File: config.mk
export PLATFORM = sky130hd
export DESIGN_NAME = rss_switch
export DESIGN_NICKNAME = d
export VERILOG_FILES = /design/src/core/rss_pkg.sv /design/src/core/rss_fifo.sv /design/src/core/rss_switch.sv
export VERILOG_INCLUDE_DIRS = /design/src /design/src/core
export SDC_FILE = /design/constraint.sdc
export NUM_CORES = 1
export LEC_CHECK = 0
export BUFFER_PORTS_ARGS = -buffer_cell sky130_fd_sc_hd__buf_2
export CORE_MARGIN = 5
export CORE_UTILIZATION = 60
export CTS_CLUSTER_DIAMETER = 100
export DETAILED_ROUTE_END_ITERATION = 7
export PLACE_DENSITY = 0.84
export SYNTH_ARGS = -nofsm -noshare
export SYNTH_HDL_FRONTEND = slang
export SYNTH_HIERARCHICAL = 1
export SYNTH_SLANG_ARGS = --single-unit
File: constraint.sdc
create_clock -name core_clk -period 8.9 [get_ports core_clk]
set_input_delay 0 -clock core_clk [delete_from_list [all_inputs] [get_ports core_clk]]
set_output_delay 0 -clock core_clk [all_outputs]
set_load 0.01 [all_outputs]
File: src/core/rss_defines.svh
// named constants for the addressed serial switch
`ifndef RSS_DEFINES_SVH
`define RSS_DEFINES_SVH

// ==========================================
// timing
`define RSS_CLK_HZ 125000000
`define RSS_CMD_BAUD 9600
`define RSS_SYNC_STAGES 3

// ==========================================
// command characters
`define RSS_CHAR_XOFF 8'h13
`define RSS_CHAR_SOH 8'h01

// ==========================================
// ascii ranges of hexadecimal digits
`define RSS_ASC_0 8'h30
`define RSS_ASC_9 8'h39
`define RSS_ASC_UA 8'h41
`define RSS_ASC_UF 8'h46
`define RSS_ASC_LA 8'h61
`define RSS_ASC_LF 8'h66
`define RSS_HEX_TEN 4'hA

// ==========================================
// framing and storage
`define RSS_DATA_BITS 8
`define RSS_STOP_IDX 4'h9
`define RSS_START_IDX 4'h0
`define RSS_FIFO_DEPTH 16
`define RSS_ADDR_RESET 8'h00

`endif

File: src/core/rss_pkg.sv
// shared types for the addressed serial switch
package rss_pkg;
	// one received command character and its framing verdict
	typedef struct packed {
		logic [7:0] data;
		logic bad;
	} rss_char_t;

	// command decoder states, one-hot
	typedef enum logic [3:0] {
		RSS_HUNT = 4'b0001,
		RSS_HIGH = 4'b0010,
		RSS_LOW = 4'b0100,
		RSS_TAIL = 4'b1000
	} rss_state_t;
endpackage

File: src/core/rss_fifo.sv
// small synchronous fifo with valid/ready on both sides
`timescale 1ns/10ps
module rss_fifo #(
	parameter int WIDTH = 9,
	parameter int DEPTH = 16
) (
	input wire logic core_clk,
	input wire logic sys_rst,
	input wire logic in_valid,
	output logic in_ready,
	input wire logic [WIDTH-1:0] in_data,
	output logic out_valid,
	input wire logic out_ready,
	output logic [WIDTH-1:0] out_data
);
	localparam int AW = $clog2(DEPTH);

	// storage and pointers, one extra bit tells full from empty
	logic [WIDTH-1:0] mem_q [DEPTH];
	logic [AW:0] wr_q;
	logic [AW:0] rd_q;
	logic push;
	logic pop;

	assign in_ready = !((wr_q[AW] != rd_q[AW]) && (wr_q[AW-1:0] == rd_q[AW-1:0]));
	assign out_valid = (wr_q != rd_q);
	assign push = in_valid && in_ready;
	assign pop = out_valid && out_ready;
	assign out_data = mem_q[rd_q[AW-1:0]];

	// ==========================================
	// write side
	always_ff @(posedge core_clk) begin
		if (sys_rst) begin
			wr_q <= '0;
		end else if (push) begin
			wr_q <= wr_q + 1'b1;
		end
	end

	// memory has no reset, contents are only read when valid
	always_ff @(posedge core_clk) begin
		if (push) begin
			mem_q[wr_q[AW-1:0]] <= in_data;
		end
	end

	// ==========================================
	// read side
	always_ff @(posedge core_clk) begin
		if (sys_rst) begin
			rd_q <= '0;
		end else if (pop) begin
			rd_q <= rd_q + 1'b1;
		end
	end
endmodule

File: src/core/rss_switch.sv
// addressed serial switch: command receiver, decoder and pass-through
// ==========================================
// What this block does
// command taken only from clean 9600 baud frames
// decode xoff, high digit, low digit, soh
// two hex digits give address 00 to ff
// station address from switches, reset default zero
// each station answers only its own address
// selected station forwards both directions
// forwarding is bitwise, unbuffered, rate independent
// command framing 9600, 8 data, no parity, 1 stop
// host may change rate once selected
// select indicator lights on address match
// strap picks two-wire or four-wire line
// other address deselects and darkens indicator
// non-hex address character restarts the hunt
`timescale 1ns/10ps
`include "rss_defines.svh"
module rss_switch #(
	parameter int BIT_CYCLES = `RSS_CLK_HZ / `RSS_CMD_BAUD,
	parameter int FIFO_DEPTH = `RSS_FIFO_DEPTH
) (
	input wire logic core_clk,
	input wire logic sys_rst,
	input wire logic rx485_pin,
	output logic tx485_out,
	output logic tx485_oe_n,
	input wire logic rx232_pin,
	output logic tx232_out,
	input wire logic [7:0] addr_sw,
	input wire logic duplex4_strap,
	input wire logic cmd_pause,
	output logic sel_led,
	output logic char_overrun
);
	import rss_pkg::*;

	localparam int NPIN = 11;
	localparam int CW = $clog2(BIT_CYCLES + 1);
	localparam logic [CW-1:0] C_Q1 = CW'(BIT_CYCLES / 4);
	localparam logic [CW-1:0] C_MID = CW'(BIT_CYCLES / 2);
	localparam logic [CW-1:0] C_Q3 = CW'((BIT_CYCLES * 3) / 4);
	localparam logic [CW-1:0] C_END = CW'(BIT_CYCLES - 1);

	// ==========================================
	// pin synchronisers
	logic [NPIN-1:0] pin_raw;
	logic [NPIN-1:0] s1_q;
	logic [NPIN-1:0] s2_q;
	logic [NPIN-1:0] s3_q;
	logic [NPIN-1:0] pin_q; // filtered level, changes when stage 2 and 3 agree
	logic rx485_s;
	logic rx232_s;
	logic four_wire;
	logic [7:0] station_addr;

	assign pin_raw = {addr_sw, duplex4_strap, rx232_pin, rx485_pin};

	genvar gi;
	generate
		for (gi = 0; gi < NPIN; gi++) begin : g_sync
			// three stages, first one feeds only the second
			always_ff @(posedge core_clk) begin
				if (sys_rst) begin
					s1_q[gi] <= 1'b1;
					s2_q[gi] <= 1'b1;
					s3_q[gi] <= 1'b1;
				end else begin
					s1_q[gi] <= pin_raw[gi];
					s2_q[gi] <= s1_q[gi];
					s3_q[gi] <= s2_q[gi];
				end
			end
			// accept a new level once stages two and three agree
			always_ff @(posedge core_clk) begin
				if (sys_rst) begin
					pin_q[gi] <= (gi < 3) ? 1'b1 : 1'b0;
				end else if (s2_q[gi] == s3_q[gi]) begin
					pin_q[gi] <= s3_q[gi];
				end
			end
		end
	endgenerate

	assign rx485_s = pin_q[0];
	assign rx232_s = pin_q[1];
	assign four_wire = pin_q[2];
	assign station_addr = pin_q[NPIN-1:3]; // switches weight bit 0 to bit 7

	// ==========================================
	// command receiver, fixed 9600 baud 8n1
	// each bit is sampled at quarter, middle and three quarters; a link
	// running at another rate breaks that agreement or the stop bit
	logic busy_q;
	logic [CW-1:0] tick_q;
	logic [3:0] bit_q;
	logic q1_q;
	logic mid_q;
	logic bad_q;
	logic [7:0] shift_q;
	logic push_q;
	rss_char_t char_q;
	logic fifo_in_ready;
	logic stop_done;

	assign stop_done = busy_q && (bit_q == `RSS_STOP_IDX) && (tick_q == C_Q3);

	// bit timing counter
	always_ff @(posedge core_clk) begin
		if (sys_rst) begin
			busy_q <= 1'b0;
			tick_q <= '0;
			bit_q <= `RSS_START_IDX;
		end else if (!busy_q) begin
			busy_q <= !rx485_s;
			tick_q <= '0;
			bit_q <= `RSS_START_IDX;
		end else if (stop_done) begin
			busy_q <= 1'b0; // free early so the next start edge is caught
		end else if (bit_q == `RSS_START_IDX && tick_q == C_MID && rx485_s) begin
			busy_q <= 1'b0; // false start, a glitch
		end else if (tick_q == C_END) begin
			tick_q <= '0;
			bit_q <= bit_q + 4'h1;
		end else begin
			tick_q <= tick_q + 1'b1;
		end
	end

	// sample capture and rate check
	always_ff @(posedge core_clk) begin
		if (sys_rst) begin
			q1_q <= 1'b1;
			mid_q <= 1'b1;
			bad_q <= 1'b0;
		end else if (!busy_q) begin
			bad_q <= 1'b0;
		end else begin
			if (tick_q == C_Q1) begin
				q1_q <= rx485_s;
			end
			if (tick_q == C_MID) begin
				mid_q <= rx485_s;
			end
			if (tick_q == C_Q3 && (q1_q != mid_q || rx485_s != mid_q)) begin
				bad_q <= 1'b1;
			end
		end
	end

	// data bits, lsb first
	always_ff @(posedge core_clk) begin
		if (sys_rst) begin
			shift_q <= '0;
		end else if (busy_q && tick_q == C_MID && bit_q != `RSS_START_IDX
				&& bit_q != `RSS_STOP_IDX) begin
			shift_q <= {rx485_s, shift_q[7:1]};
		end
	end

	// hand a finished frame to the fifo, a bad frame is still passed on
	// so the decoder can drop any partial command
	always_ff @(posedge core_clk) begin
		if (sys_rst) begin
			push_q <= 1'b0;
			char_q <= '0;
		end else begin
			push_q <= stop_done;
			char_q.data <= shift_q;
			char_q.bad <= bad_q || !mid_q || !rx485_s; // stop bit must be high
		end
	end

	// a frame that finds the fifo full is lost and flagged
	always_ff @(posedge core_clk) begin
		if (sys_rst) begin
			char_overrun <= 1'b0;
		end else begin
			char_overrun <= push_q && !fifo_in_ready;
		end
	end

	// ==========================================
	// character fifo between receiver and decoder
	rss_char_t fifo_out;
	logic fifo_out_valid;
	logic dec_ready;
	logic take;

	assign dec_ready = !cmd_pause;
	assign take = fifo_out_valid && dec_ready;

	rss_fifo #(
		.WIDTH($bits(rss_char_t)),
		.DEPTH(FIFO_DEPTH)
	) u_fifo (
		.core_clk(core_clk),
		.sys_rst(sys_rst),
		.in_valid(push_q),
		.in_ready(fifo_in_ready),
		.in_data(char_q),
		.out_valid(fifo_out_valid),
		.out_ready(dec_ready),
		.out_data(fifo_out)
	);

	// ==========================================
	// command decoder
	function automatic logic [4:0] hex_val(input logic [7:0] c);
		logic [4:0] r;
		r = 5'h10; // bit 4 marks not a hex digit
		if (c >= `RSS_ASC_0 && c <= `RSS_ASC_9) begin
			r = {1'b0, 4'(c - `RSS_ASC_0)};
		end else if (c >= `RSS_ASC_UA && c <= `RSS_ASC_UF) begin
			r = {1'b0, 4'(c - `RSS_ASC_UA) + `RSS_HEX_TEN};
		end else if (c >= `RSS_ASC_LA && c <= `RSS_ASC_LF) begin
			r = {1'b0, 4'(c - `RSS_ASC_LA) + `RSS_HEX_TEN};
		end
		return r;
	endfunction

	rss_state_t state_q;
	logic [3:0] hi_q;
	logic [7:0] cmd_addr_q;
	logic sel_q;
	logic [4:0] hv;

	assign hv = hex_val(fifo_out.data);

	// sequence tracking
	always_ff @(posedge core_clk) begin
		if (sys_rst) begin
			state_q <= RSS_HUNT;
			hi_q <= '0;
			cmd_addr_q <= `RSS_ADDR_RESET;
		end else if (take) begin
			if (fifo_out.bad) begin
				state_q <= RSS_HUNT;
			end else if (fifo_out.data == `RSS_CHAR_XOFF) begin
				state_q <= RSS_HIGH; // an xoff always starts afresh
			end else begin
				case (state_q)
					RSS_HIGH: begin
						hi_q <= hv[3:0];
						state_q <= hv[4] ? RSS_HUNT : RSS_LOW;
					end
					RSS_LOW: begin
						cmd_addr_q <= {hi_q, hv[3:0]};
						state_q <= hv[4] ? RSS_HUNT : RSS_TAIL;
					end
					default: begin
						state_q <= RSS_HUNT;
					end
				endcase
			end
		end
	end

	// selection follows each complete command
	always_ff @(posedge core_clk) begin
		if (sys_rst) begin
			sel_q <= 1'b0;
		end else if (take && !fifo_out.bad && state_q == RSS_TAIL
				&& fifo_out.data == `RSS_CHAR_SOH) begin
			sel_q <= (cmd_addr_q == station_addr);
		end
	end

	// ==========================================
	// pass-through; five register stages counting the synchroniser, no storage, so any rate
	// the host picks after selection passes unchanged
	always_ff @(posedge core_clk) begin
		if (sys_rst) begin
			tx232_out <= 1'b1;
			tx485_out <= 1'b1;
			tx485_oe_n <= 1'b1;
			sel_led <= 1'b0;
		end else begin
			tx232_out <= sel_q ? rx485_s : 1'b1;
			tx485_out <= rx232_s;
			// four-wire drives whole time selected; two-wire only while a
			// low bit is sent, the line bias gives the idle high
			tx485_oe_n <= !(sel_q && (four_wire || !rx232_s));
			sel_led <= sel_q;
		end
	end
endmodule

==> results of run 1 <==
[per-stage QoR]
stage                util  setup WS, ns  total power [mW]
global placement    0.624          4.82              1.42
finish              0.683          4.67              2.51
global route        0.682          4.36              2.59
CTS                 0.682          4.69              2.52
floorplan               -          5.83              1.41
detailed placement  0.624          4.68              1.42
[cell type report]
class	instances	area [um^2]	area share
Inverter	21	78.8	0.00668
Multi-Input combinational cell	400	3590	0.304
Timing Repair Buffer	33	233	0.0197
Sequential cell	264	6730	0.570
Antenna cell	1	2.50	0.000212
Clock buffer	38	767	0.0650
Clock inverter	10	125	0.0106
Tap cell	225	282	0.0238
[what timing repair did]
action                                 4_1_cts  5_1_grt
hold buffers                                12        0
setup endpoints to repair                    0        0
endpoints found under the hold margin       14        0
[worst max path at each step]
stage / startpoint / to / depth (start not counted)
after floorplan: flop / state_q[0]$_SDFFE_PP1P_ / 9
final: flop / cmd_addr_q[6]$_SDFFE_PP0P_ / 6
after CTS: flop / cmd_addr_q[6]$_SDFFE_PP0P_ / 8
after detailed placement: flop / cmd_addr_q[0]$_SDFFE_PP0P_ / 8
after global routing: flop / cmd_addr_q[6]$_SDFFE_PP0P_ / 8
after global placement: flop / cmd_addr_q[6]$_SDFFE_PP0P_ / 8
[layer usage]
metal / vias to the layer above / GRT usage / wire length (um)
met4: 0 / 0.0830 / 667
li1: 2761 / - / -
met2: 214 / 0.371 / 10800
met3: 49 / 0.0355 / 1330
met1: 3038 / 0.272 / 8220
met5: - / 0 / 0
[registers in the layout, indices dropped and copies added, names as in the netlist, 5 cells and up, named ones only]
signal and count:
cmd_addr_q 8, char_q 9, u_fifo/mem_q 144, s3_q 11
tick_q 14, u_fifo/wr_q 5, s1_q 11, s2_q 11
shift_q 8, pin_q 8, u_fifo/rd_q 5
[cell families after synthesis]
logic type,Yosys count,synth area share
flip-flops,264,0.637
AND/OR/NAND/NOR,212,0.117
multiplexers,75,0.137
AO/OA/AOI/OAI,73,0.0480
buffers and inverters,51,0.0230
XOR/XNOR,26,0.0216
adder cells (fa/ha/maj),14,0.0166
[layout by cell type (no fill, tap or decap), types with 5 or more instances in the layout]
| master | instances |
|---|---|
| or3_1 | 7 |
| o21ai_0 | 19 |
| a21oi_1 | 23 |
| ha_1 | 14 |
| mux4_1 | 32 |
| clkbuf_16 | 27 |
| and3_1 | 21 |
| edfxtp_1 | 144 |
| mux4_2 | 13 |
| dlygate4sd3_1 | 12 |
| nand2_1 | 20 |
| buf_2 | 18 |
| clkbuf_8 | 5 |
| nand3_1 | 11 |
| xnor2_1 | 22 |
| nand2b_1 | 8 |
| mux2i_1 | 20 |
| nand4_1 | 7 |
| or2_2 | 34 |
| clkbuf_1 | 6 |
| dfxtp_1 | 119 |
| a211oi_1 | 6 |
| nor2b_1 | 15 |
| mux2_2 | 9 |
| inv_1 | 21 |
| nor2_1 | 56 |
[worst min-delay path, stage by stage]
cell and delay [ns]:
buf_2 0.09, buf_4 0.36, nor2_1 0.19
[where the power goes]
part,internal (mW),leakage (nW),switching (mW)
combinational,0.0547,1.25,0.0443
clock,0.660,0.439,0.445
sequential,1.28,2.22,0.0209
total,2.00,3.91,0.510
==> results.py, run 1 <==
metrics = {
    "synthesis": {
        "synthCells": 715,
        "synth_seq_cells": 264,
        "synth.avg_cell_area_um2": 14.8,
        "syn_nets": 743,
        "synth_edf_count": 144,
        "yosysWarnings": 6,
        "syn-cell-area_um2": 10600,
        "ys.flop_type": "edfxtp_1",
        "synth_top_area_frac": 0.410,
        "synth_cell_types": 67,
        "synthTopCellsByArea": "edfxtp_1 41%, dfxtp_1 23%, mux4_1 8.0%, mux4_2 2.8%, or2_2 2.0%",
        "yosys.area.top_type": "edfxtp_1",
        "synth-async-reset-ratio": 0,
        "yosysMostFrequentCell": "edfxtp_1",
        "yosysSeqAreaShare": 0.637,
        "ys_top_cells_by_count": "144 x edfxtp_1, 120 x dfxtp_1, 56 x nor2_1, 34 x or2_2, 32 x mux4_1",
    },
    "sta": {
        "period_share": 0.476,
        "finalSetupViolCount": 0,
        "fmax_mhz": 236,
        "finalSetupTns_ns": 0,
        "rsz0062_at_grt": "false",
        "holdWs_ns": 0.175,
        "hold_viol": 0,
        "clock_skew_ns": 0.0300,
        "drv_slew": 0,
        "tightestPinTransition_ns": 1.23,
        "slew_headroom": 0.169,
        "min_period_ns": 4.23,
    },
    "worst_setup_path": {
        "path_buf_inv": 0,
        "cp-start-kind": "flop",
        "r2r_cells": 6,
        "cp.required_ns": 9.28,
        "cp_max_fo": 36,
        "end_kind": "flop",
        "critPathSlowestCell": "nor4bb_2",
        "ff2ff_setup_slack_ns": 4.67,
        "max_stage_delay_ns": 1.10,
        "r2r_end": "cmd_addr_q[6]$_SDFFE_PP0P_",
        "worstPathCellList": "mux4_1, mux4_2, nor4_2, nor4bb_2, mux2i_1, nor2_1",
        "path_class": "flop to flop",
        "worstPathArrival_ns": 4.61,
        "crit_family": "multiplexers",
    },
    "finish": {
        "num-nets-final": 774,
        "drive_above_1_share": 0.178,
        "syn_to_final_growth_pct": 11.8,
        "final_area_um2": 11800,
        "nFillCells": 1068,
        "final_cell_count_no_fill": 992,
    },
    "placement": {
        "routabilityCongestion": 0.819,
        "dpl.hpwl_mm": 12.2,
        "post_dp_cell_area_um2": 10800,
        "io_buffers": 18,
        "post-place-cells": 931,
    },
    "worst_hold_path": {
        "hold_start": "sys_rst",
        "worstHoldPathType": "input port to flop",
        "whs_path_depth": 3,
        "min_to": "busy_q$_SDFF_PP0_",
    },
    "clock_tree": {
        "cts_tree": "yes",
        "cts_buffer_depth": 3,
        "cts_resized": 0,
        "h-tree-depth": 1,
        "cts_buffers": 26,
        "cts-root-buf": "clkbuf_16",
        "clk_pin_slew_worst_paths_ns": 0.06,
        "cts_sinks": 264,
        "cts_setup_buffers": 0,
        "worstSkewPairLatency_ns": 0.53,
    },
    "floorplanning": {
        "start_util": 0.610,
        "boundaryPins": 19,
        "core.rowCount": 48,
        "die_area_um2": 20400,
        "die_w_um": 143,
        "core_um2": 17300,
        "fp.dieH_um": 143,
    },
    "grt": {
        "track_usage": 0.214,
        "grt_antenna_before_repair": 0,
        "grt_pass1_vias": 6226,
        "grt_pass1_wl_mm": 33.6,
        "gr-total-overflow": 0,
        "grt_start_max_net_pins": 105,
    },
    "run_status": {
        "status": "complete, no violations",
    },
    "route": {
        "drtIter0Drc": 430,
        "drt-vias-per-instance": 6.11,
        "finalWirelength_mm": 21.0,
        "num_vias": 6062,
        "firstDrtPassIters": 5,
        "ant_nets": 0,
        "drc_errors": 0,
        "wl_per_cell_um": 21.2,
    },
    "power_and_ir_drop": {
        "peakVddDrop_mv": 0.152,
        "power.density_nw_per_um2": 212,
        "leakagePower_nw": 3.91,
    },
    "flow_run": {
        "maxCapViolations": 0,
    },
}
No activity file was read; power rests on OpenSTA's default activity.
==> run 2: changes to the inputs <==
==> constraint.sdc (replaced) <==
create_clock -name core_clk -period 4.4 [get_ports core_clk]
set_input_delay 0 -clock core_clk [delete_from_list [all_inputs] [get_ports core_clk]]
set_output_delay 0 -clock core_clk [all_outputs]
set_load 0.01 [all_outputs]
==> run 2 against run 1 <==
Critical path type unchanged. Total power rose by 100%. Sequential power rose by 100%. Utilization barely moved. Critical path depth rose by 2. Clock skew fell by 0.021 ns. Via count barely moved. Worst hold slack improved by 0.034 ns. Sequential share of layout area barely moved. Global-route usage rose by 0.48 points. Fmax rose by 8.1%.
==> results.py, run 2 (synthesized netlist as in run 1, its figures left out) <==
metrics = {
    "run_status": {
        "status": "complete, no violations",
    },
    "worst_setup_path": {
        "ff2ff_setup_slack_ns": 0.48,
        "cp_max_fo": 19,
        "end_kind": "flop",
        "cp.required_ns": 4.77,
        "crit_end": "hi_q[0]$_SDFFE_PP0P_",
        "r2r_cells": 8,
        "worstPathArrival_ns": 4.29,
        "path_class": "flop to flop",
        "r2r_end": "hi_q[0]$_SDFFE_PP0P_",
        "cp-start-kind": "flop",
    },
    "floorplanning": {
        "core_um2": 17300,
        "fp.dieH_um": 143,
        "start_util": 0.610,
        "boundaryPins": 19,
        "die_w_um": 143,
        "core.rowCount": 48,
        "die_area_um2": 20400,
    },
    "sta": {
        "tightestPinTransition_ns": 1.12,
        "min_period_ns": 3.92,
        "clock_skew_ns": 0.00923,
        "finalSetupViolCount": 0,
        "slew_headroom": 0.245,
        "period_share": 0.890,
        "hold_viol": 0,
        "drv_slew": 0,
        "holdWs_ns": 0.209,
        "rsz0062_at_grt": "false",
        "finalSetupTns_ns": 0,
        "fmax_mhz": 255,
    },
    "finish": {
        "final_cell_mix": "144 x edfxtp_1, 119 x dfxtp_1, 56 x nor2_1",
        "nFillCells": 1084,
        "syn_to_final_growth_pct": 11.8,
        "largest_reg_flops": 144,
        "num-nets-final": 778,
        "layout_commonest_cell": "edfxtp_1",
        "drive_above_1_share": 0.179,
    },
    "clock_tree": {
        "cts_tree": "yes",
        "cts_sinks": 264,
        "h-tree-depth": 1,
        "worstSkewPairLatency_ns": 0.51,
        "cts_buffers": 25,
        "clk_pin_slew_worst_paths_ns": 0.07,
        "cts_buffer_depth": 3,
        "cts_setup_buffers": 0,
        "cts-root-buf": "clkbuf_16",
    },
    "route": {
        "firstDrtPassIters": 5,
        "ant_nets": 0,
        "finalWirelength_mm": 21.6,
        "drc_errors": 0,
        "num_vias": 6058,
        "drt-vias-per-instance": 6.10,
        "drtIter0Drc": 559,
        "wl_per_cell_um": 21.8,
    },
    "placement": {
        "routabilityCongestion": 0.847,
        "io_buffers": 18,
        "dpl.hpwl_mm": 13.0,
    },
    "grt": {
        "grt_antenna_before_repair": 0,
        "grt_start_max_net_pins": 85,
        "gr-total-overflow": 0,
        "grt_pass1_wl_mm": 34.3,
        "grt_pass1_vias": 6255,
        "track_usage": 0.219,
    },
    "worst_hold_path": {
        "worstHoldPathType": "input port to flop",
    },
    "power_and_ir_drop": {
        "peakVddDrop_mv": 0.324,
        "leakagePower_nw": 3.92,
        "power.density_nw_per_um2": 429,
    },
    "flow_run": {
        "maxCapViolations": 0,
    },
}
[run 2: cell types whose count changed in the layout (fill, tap and decap cells not counted), sizes merged]
cell         previous run  this run
bufinv                  2         3
buf                    21        25
clkbuf                 38        37
clkinv                  8         4
dlygate4sd3            12        13
[run 2: timing repair]
item	CTS	global route
gates resized for setup	0	0
endpoints found under the hold margin	18	0
hold buffers	13	0
endpoints found under the setup margin	0	0
[run 2: critical path, cell delays in order (launching register included)]
cell      delay (ns)
dfxtp_2         0.68
mux4_1          0.76
mux4_2          0.61
ha_1            0.28
nand2_1         0.10
nor3_2          0.05
nor4bb_1        0.94
mux2i_1         0.28
nor2_1          0.06
[run 2: routing by layer]
metal  share of wire  wire length, um  GRT usage
met5               0                0          0
met3           0.065             1410     0.0291
met1            0.37             8100      0.273
met2            0.52            11200      0.390
met4           0.041              881     0.0840
[run 2: per-stage QoR]
stage | utilization | instance area (um^2) | power (mW) | worst slack (ns) | cells
global placement | 0.626 | 10800 | 2.87 | 0.779 | 935
global route | 0.683 | 11800 | 5.23 | 0.319 | 992
detailed placement | 0.626 | 10800 | 2.89 | 0.634 | 935
CTS | 0.683 | 11800 | 5.08 | 0.607 | 992
floorplan | - | 10600 | 2.84 | 1.33 | 715
finish | 0.683 | 11800 | 5.07 | 0.482 | 993
[run 2: final cells by class]
type	instances	area, um^2	area share
Antenna cell	1	2.50	0.000212
Multi-Input combinational cell	400	3590	0.304
Tap cell	225	282	0.0238
Timing Repair Buffer	38	273	0.0231
Clock inverter	7	110	0.00933
Inverter	21	78.8	0.00668
Clock buffer	37	744	0.0630
Sequential cell	264	6730	0.570
[run 2: where the power goes]
| part | internal, mW | total [mW] | switching [mW] |
|---|---|---|---|
| combinational | 0.115 | 0.225 | 0.110 |
| clock | 1.34 | 2.22 | 0.873 |
| sequential | 2.59 | 2.62 | 0.0299 |
[run 2: worst min-delay path by stage]
| stage | startpoint | endpoint | slack, ns | cells past startpoint |
|---|---|---|---|---|
| floorplan | sys_rst | sel_led$_SDFF_PP0_ | 0.09 | 1 |
| global placement | rx232_pin | s1_q[1]$_SDFF_PP1_ | 0.18 | 2 |
| detailed placement | addr_sw[2] | s1_q[5]$_SDFF_PP1_ | 0.19 | 2 |
| CTS | addr_sw[7] | s1_q[10]$_SDFF_PP1_ | 0.20 | 3 |
| global route | addr_sw[7] | s1_q[10]$_SDFF_PP1_ | 0.20 | 3 |
| finish | addr_sw[5] | s1_q[8]$_SDFF_PP1_ | 0.21 | 3 |
